**config.mk**
```make
export PLATFORM = sky130hd
export DESIGN_NAME = command_fanout_status_merge
export DESIGN_NICKNAME = d
export VERILOG_FILES = /design/src/hdl/command_fanout_status_merge.v /design/src/hdl/nrz_slot_tx.v
export VERILOG_INCLUDE_DIRS = /design/src /design/src/include
export SDC_FILE = /design/constraint.sdc
export NUM_CORES = 1
export LEC_CHECK = 0
export BUFFER_PORTS_ARGS = -buffer_cell sky130_fd_sc_hd__buf_2
export CORE_ASPECT_RATIO = 0.7
export CORE_MARGIN = 3
export CORE_UTILIZATION = 40
export DETAILED_ROUTE_END_ITERATION = 8
export GPL_ROUTABILITY_DRIVEN = 0
export PLACE_DENSITY = 0.57
export SYNTH_ARGS = -nofsm -noshare
export SYNTH_HDL_FRONTEND = slang
export SYNTH_SLANG_ARGS = --single-unit
```
**constraint.sdc**
```tcl
create_clock -name sys_clk -period 14.4 [get_ports sys_clk]
set_input_delay 2.88 -clock sys_clk [delete_from_list [all_inputs] [get_ports sys_clk]]
set_output_delay 2.88 -clock sys_clk [all_outputs]
set_load 0.01 [all_outputs]
```
**src/include/cmd_fanout_defines.vh**
```
`ifndef CMD_FANOUT_DEFINES_VH
`define CMD_FANOUT_DEFINES_VH

// ==========================================================
// Crossing timing
// Cycles of sys_clk per crossing frame
`define CF_PHASES 7
`define CF_PHASE_W 3
`define CF_PHASE_FIRST 3'h0
`define CF_PHASE_LAST 3'h6
`define CF_PHASE_ONE 3'h1

// ==========================================================
// Frame layout (7 bits, framing bit first)
`define CF_FRAME_W 7
`define CF_INFO_W 5
`define CF_FRAME_BIT 1'h1

// Info bit positions, line 1 (info bit 4 is frame bit 2)
`define CF_L1_CROSS 0
`define CF_L1_CMD_LO 1
`define CF_L1_CMD_HI 4

// Info bit positions, line 2
`define CF_L2_SPARE 0
`define CF_L2_RESET 1
`define CF_L2_SYNCGAP 2
`define CF_L2_FIRST 3
`define CF_L2_L1ACC 4

// ==========================================================
// Status return
`define CF_STAT_W 3
`define CF_STAT_CH 16
`define CF_STAT_GROUP 8
`define CF_STAT_ZERO 3'h0

// ==========================================================
// Slot fan-out
`define CF_SLOTS 20
`define CF_SLOT_IDX_W 5
`define CF_LINK_A 1'h0
`define CF_LINK_B 1'h1

`endif
```
**src/hdl/command_fanout_status_merge.v**
```verilog
// What this block does
// - Two independent command links, one sector each
// - Fan link frames to 20 programmable slots
// - Decode frames into front-end control signals
// - Forward command info with hit data
// - Board status placed on crate-wide bus
// - Merge all crate status by logical OR
// - Record status source for host readback
// - Send combined status back upstream
// - Host disable blocks sequencer status forwarding
// - Each local clock has own start, duration
// - Discriminated_a multiplexed seven cycles per crossing
// - Each slot independently picks either link
// - 16x3 status in, groups of eight ORed
`timescale 1ns/100ps
`include "cmd_fanout_defines.vh"

module command_fanout_status_merge #(
   parameter NSLOTS = `CF_SLOTS,
   parameter NSTATCH = `CF_STAT_CH,
   parameter NBOARDS = 8,
   parameter HITW = 8,
   parameter NLCLK = 4
) (
   // Clock and reset
   input wire sys_clk,
   input wire rst_n,
   // Command links, sampled at crossing start
   input wire [`CF_INFO_W-1:0] linkAInfo1,
   input wire [`CF_INFO_W-1:0] linkAInfo2,
   input wire [`CF_INFO_W-1:0] linkBInfo1,
   input wire [`CF_INFO_W-1:0] linkBInfo2,
   // Remote slot selection
   input wire slotSelWr,
   input wire [`CF_SLOT_IDX_W-1:0] slotSelIdx,
   input wire slotSelLink,
   output reg [NSLOTS-1:0] slotLinkMap_r,
   // Backplane slot lines
   output wire [NSLOTS-1:0] slotLine1,
   output wire [NSLOTS-1:0] slotLine2,
   output reg crossStart_r,
   // Decoded control, one set per link
   output reg [1:0] feCross_r,
   output reg [1:0] feSectorReset_r,
   output reg [1:0] feSyncGap_r,
   output reg [1:0] feFirstCross_r,
   output reg [1:0] feL1Accept_r,
   output reg [7:0] chipCmd_r,
   // Hit path to the digital track board
   input wire [`CF_PHASES*HITW-1:0] discriminatedA,
   output reg [HITW-1:0] hitBus_r,
   output reg [`CF_INFO_W-1:0] hitBusCmd_r,
   // Local clocks
   input wire [NLCLK*`CF_PHASE_W-1:0] lclkStart,
   input wire [NLCLK*`CF_PHASE_W-1:0] lclkDur,
   output reg [NLCLK-1:0] localClk_r,
   // Status return
   input wire [NBOARDS*`CF_STAT_W-1:0] boardStatus,
   output reg [`CF_STAT_W-1:0] crateStatusBus_r,
   input wire [NSTATCH*`CF_STAT_W-1:0] statusIn,
   output reg [2*`CF_STAT_W-1:0] statusOut_r,
   output reg [`CF_STAT_W-1:0] mergedStatus_r,
   // Readout crate controller
   input wire [`CF_STAT_W-1:0] localCrateStatus,
   input wire hostDisable,
   input wire hostEnable,
   input wire srcClear,
   output reg fwdDisabled_r,
   output reg srcSeq_r,
   output reg srcLocal_r,
   output reg [`CF_STAT_W-1:0] upstreamStatus_r
);

   // ==========================================================
   // Reset release through two flops
   reg rstMeta_r;
   reg rstSync_r;

   always @(posedge sys_clk or negedge rst_n) begin
      if (!rst_n) begin
         rstMeta_r <= 1'h0;
         rstSync_r <= 1'h0;
      end else begin
         rstMeta_r <= 1'h1;
         rstSync_r <= rstMeta_r;
      end
   end

   // ==========================================================
   // Crossing phase counter, seven clocks per crossing
   reg [`CF_PHASE_W-1:0] phase_r;
   wire frameLoad;

   assign frameLoad = (phase_r == `CF_PHASE_FIRST);

   always @(posedge sys_clk or negedge rstSync_r) begin
      if (!rstSync_r) begin
         phase_r <= `CF_PHASE_FIRST;
         crossStart_r <= 1'h0;
      end else begin
         phase_r <= (phase_r == `CF_PHASE_LAST) ? `CF_PHASE_FIRST
                    : phase_r + `CF_PHASE_ONE;
         crossStart_r <= frameLoad;
      end
   end

   // ==========================================================
   // Slot selection map, set and sensed remotely
   always @(posedge sys_clk or negedge rstSync_r) begin
      if (!rstSync_r) begin
         slotLinkMap_r <= {NSLOTS{`CF_LINK_A}};
      end else if (slotSelWr && (slotSelIdx < NSLOTS)) begin
         slotLinkMap_r[slotSelIdx] <= slotSelLink;
      end
   end

   // ==========================================================
   // Per-slot fan-out; each slot reads its own map bit
   genvar s;
   generate
      for (s = 0; s < NSLOTS; s = s + 1) begin : gSlot
         wire [`CF_INFO_W-1:0] selInfo1;
         wire [`CF_INFO_W-1:0] selInfo2;
         // Link mux per slot, no slot depends on another
         assign selInfo1 = slotLinkMap_r[s] ? linkBInfo1 : linkAInfo1;
         assign selInfo2 = slotLinkMap_r[s] ? linkBInfo2 : linkAInfo2;
         nrz_slot_tx uTx (
            .sysClk(sys_clk),
            .rstSync_n(rstSync_r),
            .frameLoad(frameLoad),
            .info1(selInfo1),
            .info2(selInfo2),
            .line1Out_r(slotLine1[s]),
            .line2Out_r(slotLine2[s])
         );
      end
   endgenerate

   // ==========================================================
   // Decode each link into front-end control, held per crossing
   always @(posedge sys_clk or negedge rstSync_r) begin
      if (!rstSync_r) begin
         feCross_r <= 2'h0;
         feSectorReset_r <= 2'h0;
         feSyncGap_r <= 2'h0;
         feFirstCross_r <= 2'h0;
         feL1Accept_r <= 2'h0;
         chipCmd_r <= 8'h00;
      end else if (frameLoad) begin
         feCross_r <= {linkBInfo1[`CF_L1_CROSS], linkAInfo1[`CF_L1_CROSS]};
         feSectorReset_r <= {linkBInfo2[`CF_L2_RESET], linkAInfo2[`CF_L2_RESET]};
         feSyncGap_r <= {linkBInfo2[`CF_L2_SYNCGAP], linkAInfo2[`CF_L2_SYNCGAP]};
         feFirstCross_r <= {linkBInfo2[`CF_L2_FIRST], linkAInfo2[`CF_L2_FIRST]};
         feL1Accept_r <= {linkBInfo2[`CF_L2_L1ACC], linkAInfo2[`CF_L2_L1ACC]};
         chipCmd_r <= {linkBInfo1[`CF_L1_CMD_HI:`CF_L1_CMD_LO],
                      linkAInfo1[`CF_L1_CMD_HI:`CF_L1_CMD_LO]};
      end
   end

   // ==========================================================
   // Hit multiplexing; link A info rides along on the same word
   always @(posedge sys_clk or negedge rstSync_r) begin
      if (!rstSync_r) begin
         hitBus_r <= {HITW{1'h0}};
         hitBusCmd_r <= 5'h00;
      end else begin
         hitBus_r <= discriminatedA[phase_r*HITW +: HITW];
         if (frameLoad) begin
            hitBusCmd_r <= linkAInfo2;
         end
      end
   end

   // ==========================================================
   // Local clocks: window within the crossing, each its own
   // start and length; wraps are not supported, keep start+dur <= 7
   wire [NLCLK-1:0] lclkOn;
   genvar c;
   generate
      for (c = 0; c < NLCLK; c = c + 1) begin : gLclk
         wire [`CF_PHASE_W:0] st;
         wire [`CF_PHASE_W:0] en;
         assign st = {1'h0, lclkStart[c*`CF_PHASE_W +: `CF_PHASE_W]};
         assign en = st + {1'h0, lclkDur[c*`CF_PHASE_W +: `CF_PHASE_W]};
         assign lclkOn[c] = ({1'h0, phase_r} >= st) && ({1'h0, phase_r} < en);
      end
   endgenerate

   // One register for all windows, so the vector has a single driver
   always @(posedge sys_clk or negedge rstSync_r) begin
      if (!rstSync_r) begin
         localClk_r <= {NLCLK{1'h0}};
      end else begin
         localClk_r <= lclkOn;
      end
   end

   // ==========================================================
   // Status OR trees, bit by bit
   reg [`CF_STAT_W-1:0] crateOr;
   reg [`CF_STAT_W-1:0] grpLo;
   reg [`CF_STAT_W-1:0] grpHi;
   integer i;

   always @* begin
      crateOr = `CF_STAT_ZERO;
      grpLo = `CF_STAT_ZERO;
      grpHi = `CF_STAT_ZERO;
      for (i = 0; i < NBOARDS; i = i + 1) begin
         crateOr = crateOr | boardStatus[i*`CF_STAT_W +: `CF_STAT_W];
      end
      for (i = 0; i < NSTATCH; i = i + 1) begin
         if (i < `CF_STAT_GROUP) begin
            grpLo = grpLo | statusIn[i*`CF_STAT_W +: `CF_STAT_W];
         end else begin
            grpHi = grpHi | statusIn[i*`CF_STAT_W +: `CF_STAT_W];
         end
      end
   end

   always @(posedge sys_clk or negedge rstSync_r) begin
      if (!rstSync_r) begin
         crateStatusBus_r <= `CF_STAT_ZERO;
         statusOut_r <= 6'h00;
         mergedStatus_r <= `CF_STAT_ZERO;
      end else begin
         crateStatusBus_r <= crateOr;
         statusOut_r <= {grpHi, grpLo};
         mergedStatus_r <= grpHi | grpLo;
      end
   end

   // ==========================================================
   // Readout crate controller: source record, gate, upstream
   wire [`CF_STAT_W-1:0] seqGated;
   wire seqSeen;
   wire localSeen;

   assign seqGated = fwdDisabled_r ? `CF_STAT_ZERO : mergedStatus_r;
   assign seqSeen = |seqGated;
   assign localSeen = |localCrateStatus;

   // Source flags are sticky; a new event wins over a clear
   always @(posedge sys_clk or negedge rstSync_r) begin
      if (!rstSync_r) begin
         srcSeq_r <= 1'h0;
         srcLocal_r <= 1'h0;
         fwdDisabled_r <= 1'h0;
         upstreamStatus_r <= `CF_STAT_ZERO;
      end else begin
         srcSeq_r <= seqSeen | (srcSeq_r & ~srcClear);
         srcLocal_r <= localSeen | (srcLocal_r & ~srcClear);
         if (hostDisable) begin
            fwdDisabled_r <= 1'h1;
         end else if (hostEnable) begin
            fwdDisabled_r <= 1'h0;
         end
         upstreamStatus_r <= seqGated | localCrateStatus;
      end
   end

endmodule

```
**src/hdl/nrz_slot_tx.v**
```verilog
`timescale 1ns/100ps
`include "cmd_fanout_defines.vh"

// One backplane slot: two 7-bit NRZ frames, framing bit first
module nrz_slot_tx (
   // Clock and reset
   input wire sysClk,
   input wire rstSync_n,
   // Frame load
   input wire frameLoad,
   input wire [`CF_INFO_W-1:0] info1,
   input wire [`CF_INFO_W-1:0] info2,
   // Backplane lines
   output reg line1Out_r,
   output reg line2Out_r
);

   reg [`CF_FRAME_W-2:0] shift1_r;
   reg [`CF_FRAME_W-2:0] shift2_r;
   wire par1;
   wire par2;

   // ==========================================================
   // Parity over framing bit and five info bits
   assign par1 = ^{`CF_FRAME_BIT, info1};
   assign par2 = ^{`CF_FRAME_BIT, info2};

   // Framing bit goes out on the load edge, rest shifts behind it;
   // NRZ so a run of ones simply holds the line high
   always @(posedge sysClk or negedge rstSync_n) begin
      if (!rstSync_n) begin
         line1Out_r <= 1'h0;
         line2Out_r <= 1'h0;
         shift1_r <= 6'h00;
         shift2_r <= 6'h00;
      end else if (frameLoad) begin
         line1Out_r <= `CF_FRAME_BIT;
         line2Out_r <= `CF_FRAME_BIT;
         shift1_r <= {info1, par1};
         shift2_r <= {info2, par2};
      end else begin
         line1Out_r <= shift1_r[`CF_FRAME_W-2];
         line2Out_r <= shift2_r[`CF_FRAME_W-2];
         shift1_r <= {shift1_r[`CF_FRAME_W-3:0], 1'h0};
         shift2_r <= {shift2_r[`CF_FRAME_W-3:0], 1'h0};
      end
   end

endmodule

```
# Word-level counts from Yosys, hierarchy flattened
# Cells that the tools add are included.
[totals]
regBits = 359
latchBits = 0
ram_bits = 0
rom_bits = 0
memories = 0
[classes]
n_addsub = 5
n_mul = 0
div = 0
order_cmp = 11
n_eq_ne = 1
shifts = 1
mux = 127
n_bitwise = 28
n_reduce_logical = 50
[op_table]
columns = ["operator", "count"]
rows = [
  ["6-bit two-way mux", 40],
  ["6-bit XOR reduction", 40],
  ["5-bit two-way mux", 40],
  ["3-bit bitwise OR", 23],
  ["56-bit by 7-bit indexed part select with 8-bit output", 1],
  ["1-bit two-way mux", 43],
  ["20-bit bitwise mux", 1],
  ["3-bit by 3-bit adder with 4-bit output", 4],
  ["3-bit by 4-bit < comparator with 1-bit output", 4],
  ["3-bit >= comparator", 4],
  ["1-bit logical AND", 6],
  ["5-bit by 6-bit < comparator with 1-bit output, second input constant", 1],
  ["3-bit two-way mux", 2],
  ["3-bit OR reduction", 2],
  ["1-bit demux with 5-bit select", 1],
  ["5-bit by 1-bit >= comparator with 1-bit output, second input constant", 1],
  ["5-bit < comparator, second input constant", 1],
  ["3-bit by 1-bit adder with 3-bit output, second input constant", 1],
  ["3-bit == test, second input constant", 1],
  ["3-bit zero test", 1],
  ["1-bit bitwise AND", 2],
  ["1-bit bitwise OR", 2],
  ["2-bit nonzero test", 1],
  ["1-bit inverter", 1],
]

# Longest topological paths before layout
# Gate-level depths: netlist of the first run.
[logic_depth]
ltp_word = 8
ltp_mapped = 8

# By module
# Synthesis of the first run repeated with hierarchy kept, for this count alone.
[hier_totals]
cells_unflattened = 1305
hier_area_um2 = 18093.6
[by_module_without_submodules]
columns = ["mod", "n_inst", "cells_each", "area_each_um2", "seq_area_each_um2"]
rows = [
  ["nrz_slot_tx", 20, 35, 573.0, 350.3],
  ["command_fanout_status_merge", 1, 605, 6632.6, 1876.8],
]

# Least setup slack after synthesis of the first run
# No wires, ideal clock.
[synth_timing]
path_kind = "in2reg"
start = "input port lclkStart[0]"
end = "register localClk_r[0]"
setup_time_ns = 0.077
t_arrival_ns = 4.233
setup_slack_ns = 10.090
stages = 7
path_cell_list = "ha_1 fa_1 inv_1 ha_1 a21o_1 a21o_1 a21oi_1"
[synth_between]
elab_chain_cells = 3
[synth_lines]
columns = ["element", "line_no", "rtl"]
rows = [
  ["start: declaration", "command_fanout_status_merge.v:54", "input wire [NLCLK*`CF_PHASE_W-1:0] lclkStart,"],
  ["3-bit by 3-bit adder with 4-bit output", "command_fanout_status_merge.v:184", "assign en = st + {1'h0, lclkDur[c*`CF_PHASE_W +: `CF_PHASE_W]};"],
  ["3-bit by 4-bit < comparator with 1-bit output", "command_fanout_status_merge.v:185", "assign lclkOn[c] = ({1'h0, phase_r} >= st) && ({1'h0, phase_r} < en);"],
  ["1-bit logical AND (*)", "command_fanout_status_merge.v:185", ""],
  ["via lclkOn[0]", "command_fanout_status_merge.v:177", "wire [NLCLK-1:0] lclkOn;"],
  ["end signal: assignment", "command_fanout_status_merge.v:192", "localClk_r <= {NLCLK{1'h0}};"],
  ["end signal: assignment", "command_fanout_status_merge.v:194", "localClk_r <= lclkOn;"],
  ["end: declaration", "command_fanout_status_merge.v:56", "output reg [NLCLK-1:0] localClk_r,"],
]
# Mark *: on every way through the listed nets, which the timed path passes. The rest lies on a longest branch.
# A chain may end at the register's enable or synchronous reset.

# Worst setup path in the final report of the first run
[layout_timing]
start = "register slotLinkMap_r[9]"
end = "output port slotLinkMap_r[9]"
[layout_lines]
columns = ["element", "line_no", "rtl"]
rows = [
  ["start: declaration", "command_fanout_status_merge.v:37", "output reg [NSLOTS-1:0] slotLinkMap_r,"],
  ["start signal: assignment", "command_fanout_status_merge.v:111", "slotLinkMap_r <= {NSLOTS{`CF_LINK_A}};"],
  ["start signal: indexed assignment", "command_fanout_status_merge.v:113", "slotLinkMap_r[slotSelIdx] <= slotSelLink;"],
]
# No word-level cell between the ends.

==> out/metrics.cfg, run 1 <==
[final_layout]
num-nets-final = 1976
post-route-util_pct = 46.9
area_delta_synth_final_pct = 14.9
multi_input_area_sq_um = 6880
fillers = 3863
stdcell_area_sq_um = 19400
drive_gt1_share_pct = 25.4
final_cells = 2316
antennaDiodeCount = 0
final_cell_mix = dfrtp_1 (354), buf_2 (300), nand2_1 (283)
final_common_cell = dfrtp_1
seqCellArea_sq_um = 8890

[grt]
grt_overflow = 0
grt_pass1_vias = 11197
gr-usage-all-layers_pct = 18.1
grt_max_degree = 183
antenna_found_initial = 1
grt_pass1_wl_mm = 64.7

[worst_setup_path]
path_buf_inv = 1
cp.arrival_ps = 1860
worst_setup_path_start_kind = register
critical_path_required_ps = 11520
critPathKind = register to primary output
slowest_delay_ps = 1040
cp_slowest_cell = dfrtp_1
crit_path_cell_trace = buf_2
endpoint_kind = primary output
crit_family = flip-flops
critPathMaxFanout = 16

[route]
drt_iter0_markers = 819
postRouteAntennaNets = 0
num_vias = 11449
avgViaCountPerCell = 4.94
wl_per_cell_microns = 17.5
drt_wl_total_mm = 40.6
drc_errors = 0
dr.pass1.iters = 5

[power_and_ir_drop]
power.switching_mw = 0.676
pwr-share-seq_pct = 45.7
p_int_mw = 1.78
vdd_drop_max_mv = 0.0640
power_frac_comb_pct = 16.2
p_per_area_nw_per_um2 = 127
switching_share_pct = 27.5
cellLeakagePower_nw = 9.18
power_frac_clock_pct = 38.1
total_power_mw = 2.46

[hold_path]
hold_path_class = register to asynchronous set/reset pin

[run]
drv_cap = 0

[synthesis]
mappedNetlistNets = 1813
yosys_warnings = 0
syn_area_sq_um = 16900
synth_cell_types = 36
ys_ff_latch = 355
syn_inst = 1586
synth.avg_cell_area_sq_um = 10.6
ys_seq_area_share_pct = 52.7

[placed_design]
dp_hpwl_mm = 27.0
placed_area_sq_um = 18200
post-place-cells = 2254
io_buffers = 300
post-place-ws_ps = 9780

[timing]
setup_viol = 0
tightest_slew_ps = 1070
fmax_mhz = 211
grt_setup_unrepaired = no
max_slew_margin_pct = 28.6
setup_tns_ps = 0
hold_ws_ps = 294
hold_viol = 0
finalMaxSlewViolations = 0
final.min_clock_period_ps = 4740
setup_slack_ps = 9660
fin_crit_sh_pct = 32.9
skew_ps = 12.4

[floorplan]
core_area_sq_um = 41300
die_x_microns = 251
chipHeight_microns = 178
fp-row-count = 62
start_util_pct = 40.8
io_pins = 301
dieArea_sq_um = 44700

[cts]
cts_inserted_buffers = 37
cts_tree = built
ctsHtreeMaxLevel = 2
cts_buffer_depth = 3
cts_setup_buffers = 0
path_clk_slew_ps = 60
cts.sinks = 355
ctsHoldBuffers = 0
cts_resized = 0
cts-root-buf = clkbuf_16
clock_latency_ps = 540

[outcome]
status = complete, no violations

## area by class of cell
class	count	share of cell area (%)
clock inverters	8	0.484
flip-flops and latches	355	45.8
repair buffers	324	8.74
clock buffers	54	5.63
multi-input cells	1014	35.5
inverters	17	0.329
well taps	544	3.51
## power groups by stage
stage / combinational [mW] / clock, mW / sequential, mW
after floorplan: 0.302 / 0 / 1.12
after global placement: 0.395 / 0 / 1.14
after detailed placement: 0.403 / 0 / 1.14
after CTS: 0.404 / 0.972 / 1.12
after global routing: 0.441 / 1.02 / 1.13
final: 0.398 / 0.938 / 1.12
## Yosys cell counts, drive strengths merged
cell type | n | area (sq um)
a211oi | 40 | 500
dfrtp | 355 | 8880
nor3b | 4 | 30.0
fa | 4 | 80.1
nand4 | 3 | 18.8
o22ai | 1 | 6.26
clkbuf | 80 | 300
conb | 1 | 3.75
or3 | 1 | 6.26
inv | 17 | 63.8
mux2i | 208 | 2080
nand2 | 283 | 1060
and3 | 1 | 6.26
nor3 | 3 | 15.0
nor4 | 18 | 113
o21ai | 202 | 1010
buf | 120 | 762
mux4 | 8 | 180
mux2 | 20 | 225
nor2 | 58 | 220
xnor2 | 16 | 140
o21bai | 2 | 15.0
nand4b | 4 | 35.0
a21oi | 29 | 145
and3b | 1 | 8.76
nand2b | 50 | 313
a21o | 19 | 143
ha | 36 | 450
xnor3 | 2 | 45.0
## path summary, 6_finish.rpt
path,startpoint,endpoint,slack [ps],cells after the start
worst min register to register,rstSync_r$_DFF_PN0_,hitBus_r[5]$_DFF_PN0_,290,0
worst max register to register,phase_r[2]$_DFF_PN0_,chipCmd_r[7]$_DFFE_PN0P_,9990,6
worst min-delay path,rstSync_r$_DFF_PN0_,hitBus_r[5]$_DFF_PN0_,290,0
max in group asynchronous,rst_n,rstSync_r$_DFF_PN0_,12170,1
min in group sys_clk,rstMeta_r$_DFF_PN0_,rstSync_r$_DFF_PN0_,350,0
worst max-delay path,slotLinkMap_r[9]$_DFFE_PN0P_,slotLinkMap_r[9],9660,1
## metal layers
layer / vias up / share of wire (%) / GRT usage, %
li1: 5615 / - / -
met3: 51 / 4.0 / 3.05
met2: 200 / 43 / 26.2
met5: - / 0 / 0
met4: 0 / 1.7 / 3.96
met1: 5583 / 51 / 28.2
## cells by family (layout without fill, tap and decap cells)
family                     after synthesis  in the layout  share of synthesized area, %
AOI/OAI and AO/OA                      293            293                          10.8
xor gates and xnor gates                18             18                          1.10
adders and majority gates               40             40                          3.15
buffers and inverters                  217            403                          6.68
DFF                                    355            355                          52.7
muxes                                  236            236                          14.7
other                                    1              1                        0.0222
and+or+nand+nor                        426            426                          10.8
## state kept, by name (all words and copies together), names as in the netlist, 2 cells and up
name	flops
feCross_r	2
phase_r	3
gSlot.uTx.shift1_r	120
upstreamStatus_r	3
feSyncGap_r	2
mergedStatus_r	3
gSlot.uTx.line1Out_r	20
feL1Accept_r	2
gSlot.uTx.line2Out_r	20
statusOut_r	6
slotLinkMap_r	20
hitBus_r	8
feFirstCross_r	2
localClk_r	4
crateStatusBus_r	3
feSectorReset_r	2
chipCmd_r	8
gSlot.uTx.shift2_r	120
Power figures use the tool's default switching activity.
==> run 2: changes to the inputs <==
==> constraint.sdc (replaced) <==
create_clock -name sys_clk -period 4.95 [get_ports sys_clk]
set_input_delay 0.99 -clock sys_clk [delete_from_list [all_inputs] [get_ports sys_clk]]
set_output_delay 0.99 -clock sys_clk [all_outputs]
set_load 0.01 [all_outputs]
==> run 2 against run 1 <==
- critical path depth did not move
- flip-flop and latch count unchanged
- die area unchanged
- sequential share of layout area is 0.15 points lower
==> out/metrics.cfg, run 2 (synthesized netlist as in run 1, its figures left out) <==
[outcome]
status = complete, no violations

[grt]
grt_pass1_wl_mm = 66.3
antenna_found_initial = 0
grt_max_degree = 173
gr-usage-all-layers_pct = 18.7
grt_pass1_vias = 11499
grt_overflow = 0

[floorplan]
dieArea_sq_um = 44700
chipHeight_microns = 178
die_x_microns = 251
start_util_pct = 40.8
fp-row-count = 62
io_pins = 301
core_area_sq_um = 41300

[final_layout]
post-route-util_pct = 47.0
reg_top3 = gSlot.uTx.shift1_r: 120 flops, gSlot.uTx.shift2_r: 120 flops
antennaDiodeCount = 0
area_delta_synth_final_pct = 15.3
drive_gt1_share_pct = 25.4
final_common_cell = dfrtp_1
final_cell_mix = dfrtp_1 (354), buf_2 (300), nand2_1 (283)
num-nets-final = 1975

[cts]
cts_resized = 0
cts_buffer_depth = 3
cts.sinks = 355
ctsHtreeMaxLevel = 2
clock_latency_ps = 540
path_clk_slew_ps = 60
cts-root-buf = clkbuf_16
ctsHoldBuffers = 0
cts_setup_buffers = 0
cts_tree = built
cts_inserted_buffers = 37

[timing]
finalMaxSlewViolations = 0
setup_tns_ps = 0
grt_setup_unrepaired = no
max_slew_margin_pct = 25.6
fin_crit_sh_pct = 58.1
setup_slack_ps = 2070
fmax_mhz = 348
hold_viol = 0
final.min_clock_period_ps = 2880
skew_ps = 18.1
tightest_slew_ps = 1120
hold_ws_ps = 240
setup_viol = 0

[power_and_ir_drop]
cellLeakagePower_nw = 9.21
p_per_area_nw_per_um2 = 373
p_int_mw = 5.28
total_power_mw = 7.25
power_frac_clock_pct = 38.9
power_frac_comb_pct = 15.2
power.switching_mw = 1.97
vdd_drop_max_mv = 0.208
switching_share_pct = 27.2
pwr-share-seq_pct = 45.8

[worst_setup_path]
critPathKind = register to primary output
endpoint_kind = primary output
cp.arrival_ps = 1890
crit_path_cell_trace = buf_2
cp_slowest_cell = dfrtp_1
critical_path_required_ps = 3960
slowest_delay_ps = 1070
crit_family = flip-flops
worst_setup_path_start_kind = register
path_buf_inv = 1
critPathMaxFanout = 16

[route]
drt_iter0_markers = 887
postRouteAntennaNets = 0
drt_wl_total_mm = 41.7
avgViaCountPerCell = 4.96
dr.pass1.iters = 5
drc_errors = 0
wl_per_cell_microns = 18.0
num_vias = 11491

[placed_design]
post-place-ws_ps = 2210
io_buffers = 300
dp_hpwl_mm = 27.6

[run]
drv_cap = 0

[hold_path]
hold_path_class = input port to asynchronous set/reset pin

[run 2: layout make-up]
cell class | instances | area (sq um)
inverters | 17 | 63.8
multi-input cells | 1014 | 6880
clock buffers | 51 | 1040
fillers | 3878 | 21900
flip-flops and latches | 355 | 8890
well taps | 544 | 681
clock inverters | 13 | 179
repair buffers | 323 | 1720
[run 2: per-stage QoR]
step	area, sq um	cells
2_1_floorplan	16900	1586
3_3_place_gp	18200	2253
3_5_place_dp	18200	2253
4_1_cts	19400	2317
5_1_grt	19400	2317
6_report	19400	2317
[run 2: worst paths after layout]
path / startpoint / to / slack (ps) / depth (start not counted)
min in group sys_clk: rstMeta_r$_DFF_PN0_ / rstSync_r$_DFF_PN0_ / 350 / 0
worst max register to register: phase_r[1]$_DFF_PN0_ / gSlot[4].uTx.shift2_r[2]$_DFF_PN0_ / 2550 / 4
worst min-delay path: rst_n / rstSync_r$_DFF_PN0_ / 240 / 1
worst min register to register: rstMeta_r$_DFF_PN0_ / rstSync_r$_DFF_PN0_ / 350 / 0
max in group asynchronous: rstSync_r$_DFF_PN0_ / crateStatusBus_r[0]$_DFF_PN0_ / 3300 / 1
worst max-delay path: slotLinkMap_r[6]$_DFFE_PN0P_ / slotLinkMap_r[6] / 2070 / 1
[run 2: metal layers]
metal	vias up	part of all wire, %	GRT usage, %
li1	5605	-	-
met1	5639	51	28.6
met2	198	44	28.0
met3	49	4.3	3.00
met4	0	1.3	3.62
met5	-	0	0
[run 2: power groups by stage]
stage          Sequential [mW]  Clock, mW  Combinational [mW]
2_1_floorplan             3.25          0               0.879
3_3_place_gp              3.38          0                1.09
3_5_place_dp              3.38          0                1.12
4_1_cts                   3.32       2.91                1.12
5_1_grt                   3.35       3.02                1.22
6_report                  3.32       2.82                1.11
